### src/pkg/psq_defines.svh
`ifndef PSQ_DEFINES_SVH
`define PSQ_DEFINES_SVH

// ==========================================================
// Clock, phase 1 timing and asynchronous word period.
// ==========================================================
`define PSQ_CLK_MHZ 10
`define PSQ_SETTLE_US 2000
`define PSQ_FILT_START_US 3000
`define PSQ_PME_END_US 20000
`define PSQ_INIT2_US 25000
`define PSQ_ASYNC_PERIOD_US 228

// ==========================================================
// Phase 2 sequence figures.
// ==========================================================
`define PSQ_K_SYNC 4'h4
`define PSQ_K_ASYNC 4'h8
`define PSQ_FIELDS_STD 6'h20
`define PSQ_FIELDS_EXT 6'h30
`define PSQ_ID_BASE 10'h20f
`define PSQ_DATA_BASE 10'h21f
`define PSQ_BLKCNT_STD 4'h2
`define PSQ_BLKCNT_EXT 4'h3
`define PSQ_BLKCNT_LOW 4'h0
`define PSQ_RSVD_NIBBLE 4'h0
`define PSQ_LAST_SLOT 2'h3

`endif

### src/pkg/psq_pkg.sv
package psq_pkg;

   typedef enum logic [2:0] {
      ST_SETTLE,
      ST_FILTER,
      ST_PME,
      ST_WAIT2,
      ST_PHASE2,
      ST_DONE,
      ST_PROG
   } psq_state_t;

   typedef struct packed {
      logic [7:0] user_byte_8;
      logic [7:0] user_byte_7;
      logic [7:0] user_byte_6;
      logic [7:0] user_byte_5;
      logic [7:0] user_byte_4;
      logic [7:0] user_byte_3;
      logic [7:0] user_byte_2;
      logic [7:0] user_byte_1;
      logic [7:0] user_byte_0;
      logic [7:0] serial_byte_4;
      logic [7:0] serial_byte_3;
      logic [7:0] serial_byte_2;
      logic [7:0] serial_byte_1;
      logic [7:0] serial_byte_0;
      logic [7:0] part_code_byte_1;
      logic [7:0] part_code_byte_0;
   } psq_ident_t;

   typedef struct packed {
      logic [1:0] slot;
      logic [9:0] code;
   } psq_tx_t;

endpackage

### src/rtl/psq_word_buffer.sv
`timescale 1ns/100ps

// ==========================================================
// Two-entry buffer: a head register and a spare register.
// ==========================================================
module psq_word_buffer #(
   parameter int WIDTH = 12
) (
   input wire logic clk,                 // System clock.
   input wire logic rst,                 // Synchronous reset.
   input wire logic in_valid,            // Source offers a word.
   output logic in_ready_reg,            // Buffer can take a word.
   input wire logic [WIDTH-1:0] in_data, // Offered word.
   output logic out_valid_reg,           // Head word is valid.
   input wire logic out_ready,           // Sink takes the head word.
   output logic [WIDTH-1:0] out_data_reg // Head word.
);

   logic [WIDTH-1:0] spare_reg;
   logic spare_valid_reg;

   // The spare holds a word that arrived while the sink stalled.
   always_ff @(posedge clk) begin
      if (rst) begin
         out_valid_reg <= 1'b0;
         out_data_reg <= '0;
         spare_reg <= '0;
         spare_valid_reg <= 1'b0;
      end else if (!out_valid_reg || out_ready) begin
         if (spare_valid_reg) begin
            out_data_reg <= spare_reg;
            out_valid_reg <= 1'b1;
            spare_valid_reg <= 1'b0;
         end else if (in_valid) begin
            out_data_reg <= in_data;
            out_valid_reg <= 1'b1;
         end else begin
            out_valid_reg <= 1'b0;
         end
      end else if (in_valid && !spare_valid_reg) begin
         spare_reg <= in_data;
         spare_valid_reg <= 1'b1;
      end
   end

   // Ready drops on the same edge that the spare fills.
   always_ff @(posedge clk) begin
      if (rst) begin
         in_ready_reg <= 1'b1;
      end else if (!out_valid_reg || out_ready) begin
         in_ready_reg <= 1'b1;
      end else begin
         in_ready_reg <= spare_valid_reg || !in_valid ? !spare_valid_reg : 1'b0;
      end
   end

endmodule

### src/rtl/psq_init_seq.sv
// Function
// - Phase 1 runs initialization and self checks and sends nothing.
// - Phase 1: settle delay, then filter start, then watch entry window.
// - Without programming entry, go to phase 2 at its start time.
// - Phase 2 keeps self checks running and sends init ID and data codes.
// - Per field in order: ID word, data word, pair repeated k times.
// - Send 32 fields, or 48 when extended selection is set.
// - Phase 2 length is two words times k times fields times period.
// - Asynchronous 228 us period uses k of 8.
// - Synchronous 500 us period uses k of 4.
// - Nibbles 2 and 3 carry block count 0010 0000 or 0011 0000.
// - Nibble 1 user byte 0 low; nibbles 4-7 user bytes 1, 2 low first.
// - Nibbles 8-13 user bytes 3-5 low first; byte 6 in 14 and 32.
// - Nibbles 15-18 carry user bytes 7 and 8, low half first.
// - Nibbles 19-28 carry serial bytes 4 down to 0, high half first.
// - Nibble 29 part byte 1 low; nibbles 30, 31 part byte 0 high first.
// - Each nibble carries a 4-bit address, page 0 then page 1.
// - Data nibble 0000..1111 encodes as 21Fh down to 210h.
// - Block ID 1..16 encodes as 20Fh down to 200h.
// - Synchronous: send for each enabled slot; asynchronous: slot 0 only.
// - Reserved fields beyond 32 send a fixed constant.
`timescale 1ns/100ps
`include "psq_defines.svh"

module psq_init_seq #(
   parameter int SETTLE_CYC = `PSQ_SETTLE_US * `PSQ_CLK_MHZ,
   parameter int FILT_START_CYC = `PSQ_FILT_START_US * `PSQ_CLK_MHZ,
   parameter int PME_END_CYC = `PSQ_PME_END_US * `PSQ_CLK_MHZ,
   parameter int INIT2_CYC = `PSQ_INIT2_US * `PSQ_CLK_MHZ,
   parameter int ASYNC_PERIOD_CYC = `PSQ_ASYNC_PERIOD_US * `PSQ_CLK_MHZ,
   parameter logic [3:0] RSVD_NIBBLE = `PSQ_RSVD_NIBBLE
) (
   input wire logic CLK_SYS,                 // System clock, 10 MHz.
   input wire logic RST,                     // Synchronous reset, high.
   input wire logic SYNC_MODE,               // High for synchronous operation.
   input wire logic EXTENDED_FIELD_COUNT_SEL, // Send 48 fields when high.
   input wire logic [3:0] SLOT_EN,           // Enabled source slots.
   input wire logic SYNC_PULSE,              // Sync pulse from the link pin.
   input wire logic PROG_ENTRY_DET,          // Entry sequence recognized.
   input wire psq_pkg::psq_ident_t IDENT,    // User, serial and part bytes.
   output logic TX_VALID,                    // Word offered to transmitter.
   input wire logic TX_READY,                // Transmitter takes the word.
   output psq_pkg::psq_tx_t TX_DATA,         // Slot and 10-bit code.
   output logic SELF_CHECK_EN,               // Self checks running.
   output logic REF_FILTER_START,            // Filter init start, one pulse.
   output logic PROG_WINDOW_OPEN,            // Entry window open.
   output logic PROG_MODE,                   // Programming mode entered.
   output logic PHASE2_ACTIVE,               // Phase 2 in progress.
   output logic PHASE2_DONE                  // Phase 2 finished.
);

   // ==========================================================
   // State and counters.
   // ==========================================================
   psq_pkg::psq_state_t state_reg;
   logic [31:0] timer_reg;
   logic [31:0] div_reg;
   logic sync_s1_reg;
   logic sync_s2_reg;
   logic sync_s3_reg;
   logic tick_reg;
   logic mode_sync_reg;
   logic ext_reg;
   logic [5:0] field_reg;
   logic [3:0] rep_reg;
   logic half_reg;
   logic busy_reg;
   logic [1:0] slot_reg;
   logic [9:0] word_reg;
   logic [3:0] k_val;
   logic [5:0] n_fields;
   logic slot_on;
   logic push;
   logic buf_ready;
   logic last_word;
   psq_pkg::psq_tx_t buf_in;

   // ==========================================================
   // Nibble contents by nibble index, zero based.
   // ==========================================================
   function automatic logic [3:0] nibble_of(
      input logic [5:0] idx,
      input logic ext,
      input psq_pkg::psq_ident_t id
   );
      logic [3:0] v;
      v = RSVD_NIBBLE;
      case (idx)
         6'h00: v = id.user_byte_0[3:0];
         6'h01: v = ext ? `PSQ_BLKCNT_EXT : `PSQ_BLKCNT_STD;
         6'h02: v = `PSQ_BLKCNT_LOW;
         6'h03: v = id.user_byte_1[3:0];
         6'h04: v = id.user_byte_1[7:4];
         6'h05: v = id.user_byte_2[3:0];
         6'h06: v = id.user_byte_2[7:4];
         6'h07: v = id.user_byte_3[3:0];
         6'h08: v = id.user_byte_3[7:4];
         6'h09: v = id.user_byte_4[3:0];
         6'h0a: v = id.user_byte_4[7:4];
         6'h0b: v = id.user_byte_5[3:0];
         6'h0c: v = id.user_byte_5[7:4];
         6'h0d: v = id.user_byte_6[3:0];
         6'h0e: v = id.user_byte_7[3:0];
         6'h0f: v = id.user_byte_7[7:4];
         6'h10: v = id.user_byte_8[3:0];
         6'h11: v = id.user_byte_8[7:4];
         6'h12: v = id.serial_byte_4[7:4];
         6'h13: v = id.serial_byte_4[3:0];
         6'h14: v = id.serial_byte_3[7:4];
         6'h15: v = id.serial_byte_3[3:0];
         6'h16: v = id.serial_byte_2[7:4];
         6'h17: v = id.serial_byte_2[3:0];
         6'h18: v = id.serial_byte_1[7:4];
         6'h19: v = id.serial_byte_1[3:0];
         6'h1a: v = id.serial_byte_0[7:4];
         6'h1b: v = id.serial_byte_0[3:0];
         6'h1c: v = id.part_code_byte_1[3:0];
         6'h1d: v = id.part_code_byte_0[7:4];
         6'h1e: v = id.part_code_byte_0[3:0];
         6'h1f: v = id.user_byte_6[7:4];
         default: v = RSVD_NIBBLE;
      endcase
      return v;
   endfunction

   // Code for the current word: block ID from the nibble address, or data.
   function automatic logic [9:0] code_of(
      input logic [5:0] idx,
      input logic data_half,
      input logic ext,
      input psq_pkg::psq_ident_t id
   );
      logic [9:0] c;
      c = `PSQ_ID_BASE - {6'h00, idx[3:0]};
      if (data_half) begin
         c = `PSQ_DATA_BASE - {6'h00, nibble_of(idx, ext, id)};
      end
      return c;
   endfunction

   // ==========================================================
   // Sync pulse synchroniser and slot tick.
   // ==========================================================
   always_ff @(posedge CLK_SYS) begin
      if (RST) begin
         sync_s1_reg <= 1'b0;
         sync_s2_reg <= 1'b0;
         sync_s3_reg <= 1'b0;
      end else begin
         sync_s1_reg <= SYNC_PULSE;
         sync_s2_reg <= sync_s1_reg;
         sync_s3_reg <= sync_s2_reg;
      end
   end

   // One word slot per sync pulse edge or per free-running period.
   always_ff @(posedge CLK_SYS) begin
      if (RST || state_reg != psq_pkg::ST_PHASE2) begin
         div_reg <= 32'h0;
         tick_reg <= 1'b0;
      end else if (mode_sync_reg) begin
         div_reg <= 32'h0;
         tick_reg <= sync_s2_reg && !sync_s3_reg;
      end else if (div_reg == ASYNC_PERIOD_CYC - 1) begin
         div_reg <= 32'h0;
         tick_reg <= 1'b1;
      end else begin
         div_reg <= div_reg + 32'h1;
         tick_reg <= 1'b0;
      end
   end

   // ==========================================================
   // Phase 1 timeline and phase control.
   // ==========================================================
   always_ff @(posedge CLK_SYS) begin
      if (RST) begin
         timer_reg <= 32'h0;
      end else if (timer_reg != 32'hffffffff) begin
         timer_reg <= timer_reg + 32'h1;
      end
   end

   always_ff @(posedge CLK_SYS) begin
      if (RST) begin
         state_reg <= psq_pkg::ST_SETTLE;
         mode_sync_reg <= 1'b0;
         ext_reg <= 1'b0;
      end else begin
         case (state_reg)
            psq_pkg::ST_SETTLE: begin
               if (timer_reg >= SETTLE_CYC) begin
                  state_reg <= psq_pkg::ST_FILTER;
               end
            end
            psq_pkg::ST_FILTER: begin
               if (timer_reg >= FILT_START_CYC) begin
                  state_reg <= psq_pkg::ST_PME;
               end
            end
            psq_pkg::ST_PME: begin
               if (PROG_ENTRY_DET) begin
                  state_reg <= psq_pkg::ST_PROG;
               end else if (timer_reg >= PME_END_CYC) begin
                  state_reg <= psq_pkg::ST_WAIT2;
               end
            end
            psq_pkg::ST_WAIT2: begin
               if (timer_reg >= INIT2_CYC) begin
                  state_reg <= psq_pkg::ST_PHASE2;
                  mode_sync_reg <= SYNC_MODE;
                  ext_reg <= EXTENDED_FIELD_COUNT_SEL;
               end
            end
            psq_pkg::ST_PHASE2: begin
               if (busy_reg && slot_reg == `PSQ_LAST_SLOT && (!slot_on || buf_ready) && last_word) begin
                  state_reg <= psq_pkg::ST_DONE;
               end
            end
            default: begin
               state_reg <= state_reg;
            end
         endcase
      end
   end

   // ==========================================================
   // Phase 2 sequence position.
   // ==========================================================
   assign k_val = mode_sync_reg ? `PSQ_K_SYNC : `PSQ_K_ASYNC;
   assign n_fields = ext_reg ? `PSQ_FIELDS_EXT : `PSQ_FIELDS_STD;
   assign last_word = half_reg && rep_reg == k_val - 4'h1 && field_reg == n_fields - 6'h01;
   assign slot_on = mode_sync_reg ? SLOT_EN[slot_reg] : slot_reg == 2'h0;
   assign push = busy_reg && slot_on;
   assign buf_in.slot = slot_reg;
   assign buf_in.code = word_reg;

   // A tick that lands while the previous word is still going out is skipped.
   always_ff @(posedge CLK_SYS) begin
      if (RST) begin
         busy_reg <= 1'b0;
         slot_reg <= 2'h0;
         word_reg <= `PSQ_ID_BASE;
      end else if (!busy_reg) begin
         if (tick_reg && state_reg == psq_pkg::ST_PHASE2) begin
            busy_reg <= 1'b1;
            slot_reg <= 2'h0;
            word_reg <= code_of(field_reg, half_reg, ext_reg, IDENT);
         end
      end else if (!slot_on || buf_ready) begin
         slot_reg <= slot_reg + 2'h1;
         if (slot_reg == `PSQ_LAST_SLOT) begin
            busy_reg <= 1'b0;
         end
      end
   end

   // ID word, then data word; the pair k times; then the next field.
   always_ff @(posedge CLK_SYS) begin
      if (RST) begin
         field_reg <= 6'h00;
         rep_reg <= 4'h0;
         half_reg <= 1'b0;
      end else if (busy_reg && slot_reg == `PSQ_LAST_SLOT && (!slot_on || buf_ready)) begin
         half_reg <= !half_reg;
         if (half_reg) begin
            if (rep_reg == k_val - 4'h1) begin
               rep_reg <= 4'h0;
               if (field_reg != n_fields - 6'h01) begin
                  field_reg <= field_reg + 6'h01;
               end
            end else begin
               rep_reg <= rep_reg + 4'h1;
            end
         end
      end
   end

   // ==========================================================
   // Status outputs.
   // ==========================================================
   always_ff @(posedge CLK_SYS) begin
      if (RST) begin
         SELF_CHECK_EN <= 1'b0;
         REF_FILTER_START <= 1'b0;
         PROG_WINDOW_OPEN <= 1'b0;
         PROG_MODE <= 1'b0;
         PHASE2_ACTIVE <= 1'b0;
         PHASE2_DONE <= 1'b0;
      end else begin
         SELF_CHECK_EN <= state_reg != psq_pkg::ST_SETTLE && state_reg != psq_pkg::ST_PROG;
         REF_FILTER_START <= state_reg == psq_pkg::ST_SETTLE && timer_reg >= SETTLE_CYC;
         PROG_WINDOW_OPEN <= state_reg == psq_pkg::ST_PME;
         PROG_MODE <= state_reg == psq_pkg::ST_PROG;
         PHASE2_ACTIVE <= state_reg == psq_pkg::ST_PHASE2;
         PHASE2_DONE <= state_reg == psq_pkg::ST_DONE;
      end
   end

   // ==========================================================
   // Output buffer; nothing is pushed before phase 2.
   // ==========================================================
   psq_word_buffer #(
      .WIDTH($bits(psq_pkg::psq_tx_t))
   ) u_buf (
      .clk(CLK_SYS),
      .rst(RST),
      .in_valid(push),
      .in_ready_reg(buf_ready),
      .in_data(buf_in),
      .out_valid_reg(TX_VALID),
      .out_ready(TX_READY),
      .out_data_reg(TX_DATA)
   );

endmodule

### config.mk
export PLATFORM = sky130hd
export DESIGN_NAME = psq_init_seq
export DESIGN_NICKNAME = d
export VERILOG_FILES = /design/src/pkg/psq_pkg.sv /design/src/rtl/psq_word_buffer.sv /design/src/rtl/psq_init_seq.sv
export VERILOG_INCLUDE_DIRS = /design/src /design/src/pkg
export SDC_FILE = /design/constraint.sdc
export NUM_CORES = 1
export LEC_CHECK = 0
export BUFFER_PORTS_ARGS = -buffer_cell sky130_fd_sc_hd__buf_2
export CORE_MARGIN = 8
export CORE_UTILIZATION = 40
export DETAILED_ROUTE_END_ITERATION = 10
export PLACE_DENSITY_LB_ADDON = 0.1
export SYNTH_ARGS = -nofsm -noshare
export SYNTH_HDL_FRONTEND = slang
export SYNTH_SLANG_ARGS = --single-unit
### constraint.sdc
create_clock -name CLK_SYS -period 3.1 [get_ports CLK_SYS]
set_input_delay 0.31 -clock CLK_SYS [delete_from_list [all_inputs] [get_ports CLK_SYS]]
set_output_delay 0.31 -clock CLK_SYS [all_outputs]
set_load 0.01 [all_outputs]
==> impl_metrics.csv <==
group,metric,value,unit
outcome,outcome,"complete, no violations",
sta,hold_viol,0,
floorplanning,core,17060,um^2
logic_synthesis,yosysUniqueCellTypes,69,
routing,viasPerCell,5.456,
worst_setup_path,endpoint_kind,"register",
routing,routedWlPerCell,16.95,um
logic_synthesis,yosysWarnings,0,
sta,relSlewSlack,39.93,%
clock_network,path_clk_slew,0.05,ns
global_routing,grt_max_degree,81,
worst_setup_path,arrival,2.94,ns
layout,fill_cells,1708,
power_and_ir_drop,ir_drop,0.3889,mV
clock_network,cts_tree,"built",
power_and_ir_drop,leakage,3.146,nW
logic_synthesis,ys_ff_latch,117,
sta,maxSlewViolCount,0,
hold_path,worstHoldStart,"SYNC_PULSE",
layout,layout_common_cells,"145 x buf_2, 129 x nor2_1, 116 x dfxtp_1, 51 x nand2_1, 35 x nand3_1",
sta,timing.final.crit_share,85.29,%
routing,drcViolationCount,0,
place,pre_cts_ws,0.5381,ns
layout,num_antenna_cells,0,
clock_network,post_cts_buffers,0,
clock_network,numCtsBuffers,17,
worst_setup_path,worstPathRequired,3.39,ns
worst_setup_path,slowest_stage,"or4_1",
sta,tightest_slew,0.8992,ns
flow_run,drv_cap,0,
clock_network,cts-root-buf,"clkbuf_16",
routing,num_vias,6695,
sta,fmaxAchievable,378.2,MHz
logic_synthesis,async_flop_share,0,%
floorplanning,dieArea,21660,um^2
logic_synthesis,ys.flop_type,"dfxtp_1",
worst_setup_path,r2r-start,"field_reg[0]$_SDFFE_PP0P_",
hold_path,hold_path_depth,2,
layout,multi_input_area,4225,um^2
place,place.gp.congestion,0.8508,
hold_path,hold_class,"input pin to register",
sta,fin_skew,0.006457,ns
floorplanning,initial_core_util,40.35,%
sta,finalCriticalPeriod,2.644,ns
clock_network,hold_buffers,0,
routing,dr.pass1.iters,5,
power_and_ir_drop,power-per-cell-area,444.3,nW/um^2
logic_synthesis,ys_seq_area_share,34.03,%
global_routing,grt_pass1_wl,34010,um
place,port_buffers,145,
routing,antenna_left,0,
worst_setup_path,crit_fanout,16,
floorplanning,die_h,147.2,um
clock_network,cts.path.max_buffers,2,
worst_setup_path,cp-start-kind,"register",
worst_setup_path,path_common_cell,"inv_1",
worst_setup_path,critical_path.startpoint,"field_reg[0]$_SDFFE_PP0P_",
sta,finalWorstSetupSlack,0.4559,ns
clock_network,clk_latency,0.41,ns
worst_setup_path,critical-path-max-stage-delay,0.50,ns
worst_setup_path,crit_chain,"inv_1 -> ha_1 -> inv_1 -> a2111oi_0 -> or4_1 -> nor4_1 -> nand3_1 -> o311ai_0",
layout,syn_to_final_growth,22.61,%
clock_network,htreeDepth,4,
layout,final-seq-area,2344,um^2
clock_network,cts_resized,0,
global_routing,first_global_vias,6636,
logic_synthesis,synth-edff-count,0,
logic_synthesis,netlist_area,6883,um^2
floorplanning,ioPinCount,158,
global_routing,grt_usage,19.22,%
sta,finalSetupTns,0,ns
layout,finalNetCount,1139,
floorplanning,core.rowCount,48,
layout,post-route-util,49.48,%
logic_synthesis,avgSynthCellArea,7.948,um^2
global_routing,antenna_found_initial,0,
sta,rsz0062_at_grt,"no",
clock_network,clock-sinks,117,
layout,drive_gt1_share,20.96,%
worst_setup_path,r2r_cells,8,
global_routing,overflow,0,
logic_synthesis,syn_inst,866,
layout,mostFrequentLayoutCell,"buf_2",
place,dp.final_hpwl,15420,um
worst_setup_path,worstSetupPathType,"register to register",
floorplanning,fp.dieW,147.2,um
sta,setup_viol,0,
routing,wl,20790,um
routing,dr.first_iter.drc_count,310,
-- Yosys cell counts (7+ instances only) --
library cell  instances  area [um^2]
nor2_1              129        484.2
dfxtp_1             117         2342
nand2_1              51        191.4
clkbuf_1             46        172.7
nand3_1              35        175.2
mux2i_1              33        330.3
o21ai_0              32        160.2
xor2_1               32        280.3
a21oi_1              31        155.2
xnor2_1              30        262.8
nand4_1              26        162.7
nor3_1               26        130.1
and3_1               21        131.4
nor2b_1              20        125.1
nor4_1               20        125.1
inv_1                19        71.32
a22oi_1              14        105.1
a211oi_1             13        97.59
a31oi_1              12        75.07
buf_1                11        41.29
and4_1               10        87.58
ha_1                 10        125.1
nor3b_1              10        75.07
or3_1                 9        56.30
nand2b_1              8        50.05
o211ai_1              7        52.55
-- cell families after synthesis --
kind of cell             count (synthesis)  share of synthesized area [%]
other                                    1                        0.05448
adder cells (fa/ha/maj)                 10                          1.818
XOR/XNOR                                62                          7.889
buffers and inverters                   83                          4.799
multiplexers                            39                          5.944
AO/OA/AOI/OAI                          166                          16.67
AND/OR/NAND/NOR                        388                          28.79
flip-flops                             117                          34.03
-- critical path, delay by kind of cell (launching register included) --
family / cells / cell delay (ns)
and+or+nand+nor: 3 / 1.15
DFF: 1 / 0.44
buffers and inverters: 2 / 0.28
adders and majority gates: 1 / 0.45
AOI/OAI and AO/OA: 2 / 0.21
-- per-stage QoR --
stage	area (um^2)	power (mW)	hold slack (ns)	cells
CTS	8439	3.795	0.1200	1227
detailed placement	7805	1.690	0.4289	1196
finish	8439	3.749	0.1360	1227
global placement	7805	1.689	0.4316	1196
floorplan	6894	1.592	0.4138	869
global route	8439	3.880	0.1363	1227
-- final timing paths --
kind | to | slack (ns)
max | word_reg[2]$_SDFFE_PP1P_ | 0.46
min | sync_s1_reg$_SDFF_PP0_ | 0.14
max reg2reg | word_reg[2]$_SDFFE_PP1P_ | 0.46
min reg2reg | sync_s2_reg$_SDFF_PP0_ | 0.44
-- area by class of cell --
type	count	share of cell area, %
sequential	117	27.77
clock inverter	8	1.735
tap	225	3.336
timing repair buffer	166	10.47
multi-input combinational	669	50.07
clock buffer	23	5.782
inverter	19	0.8451
-- power by group --
part	internal, mW	switching (mW)
Combinational	0.0762	0.0673
Clock	1.42	0.669
Sequential	1.51	0.00314
-- metal layers --
| metal | vias to the layer above | part of all wire, % | global-route usage [%] |
|---|---|---|---|
| li1 | 3385 | - | - |
| met1 | 3033 | 44 | 22.91 |
| met2 | 242 | 46 | 30.92 |
| met3 | 35 | 6.9 | 5.875 |
| met4 | 0 | 3.2 | 9.281 |
| met5 | - | 0 | 0 |
No activity file was read; power rests on OpenSTA's default activity.
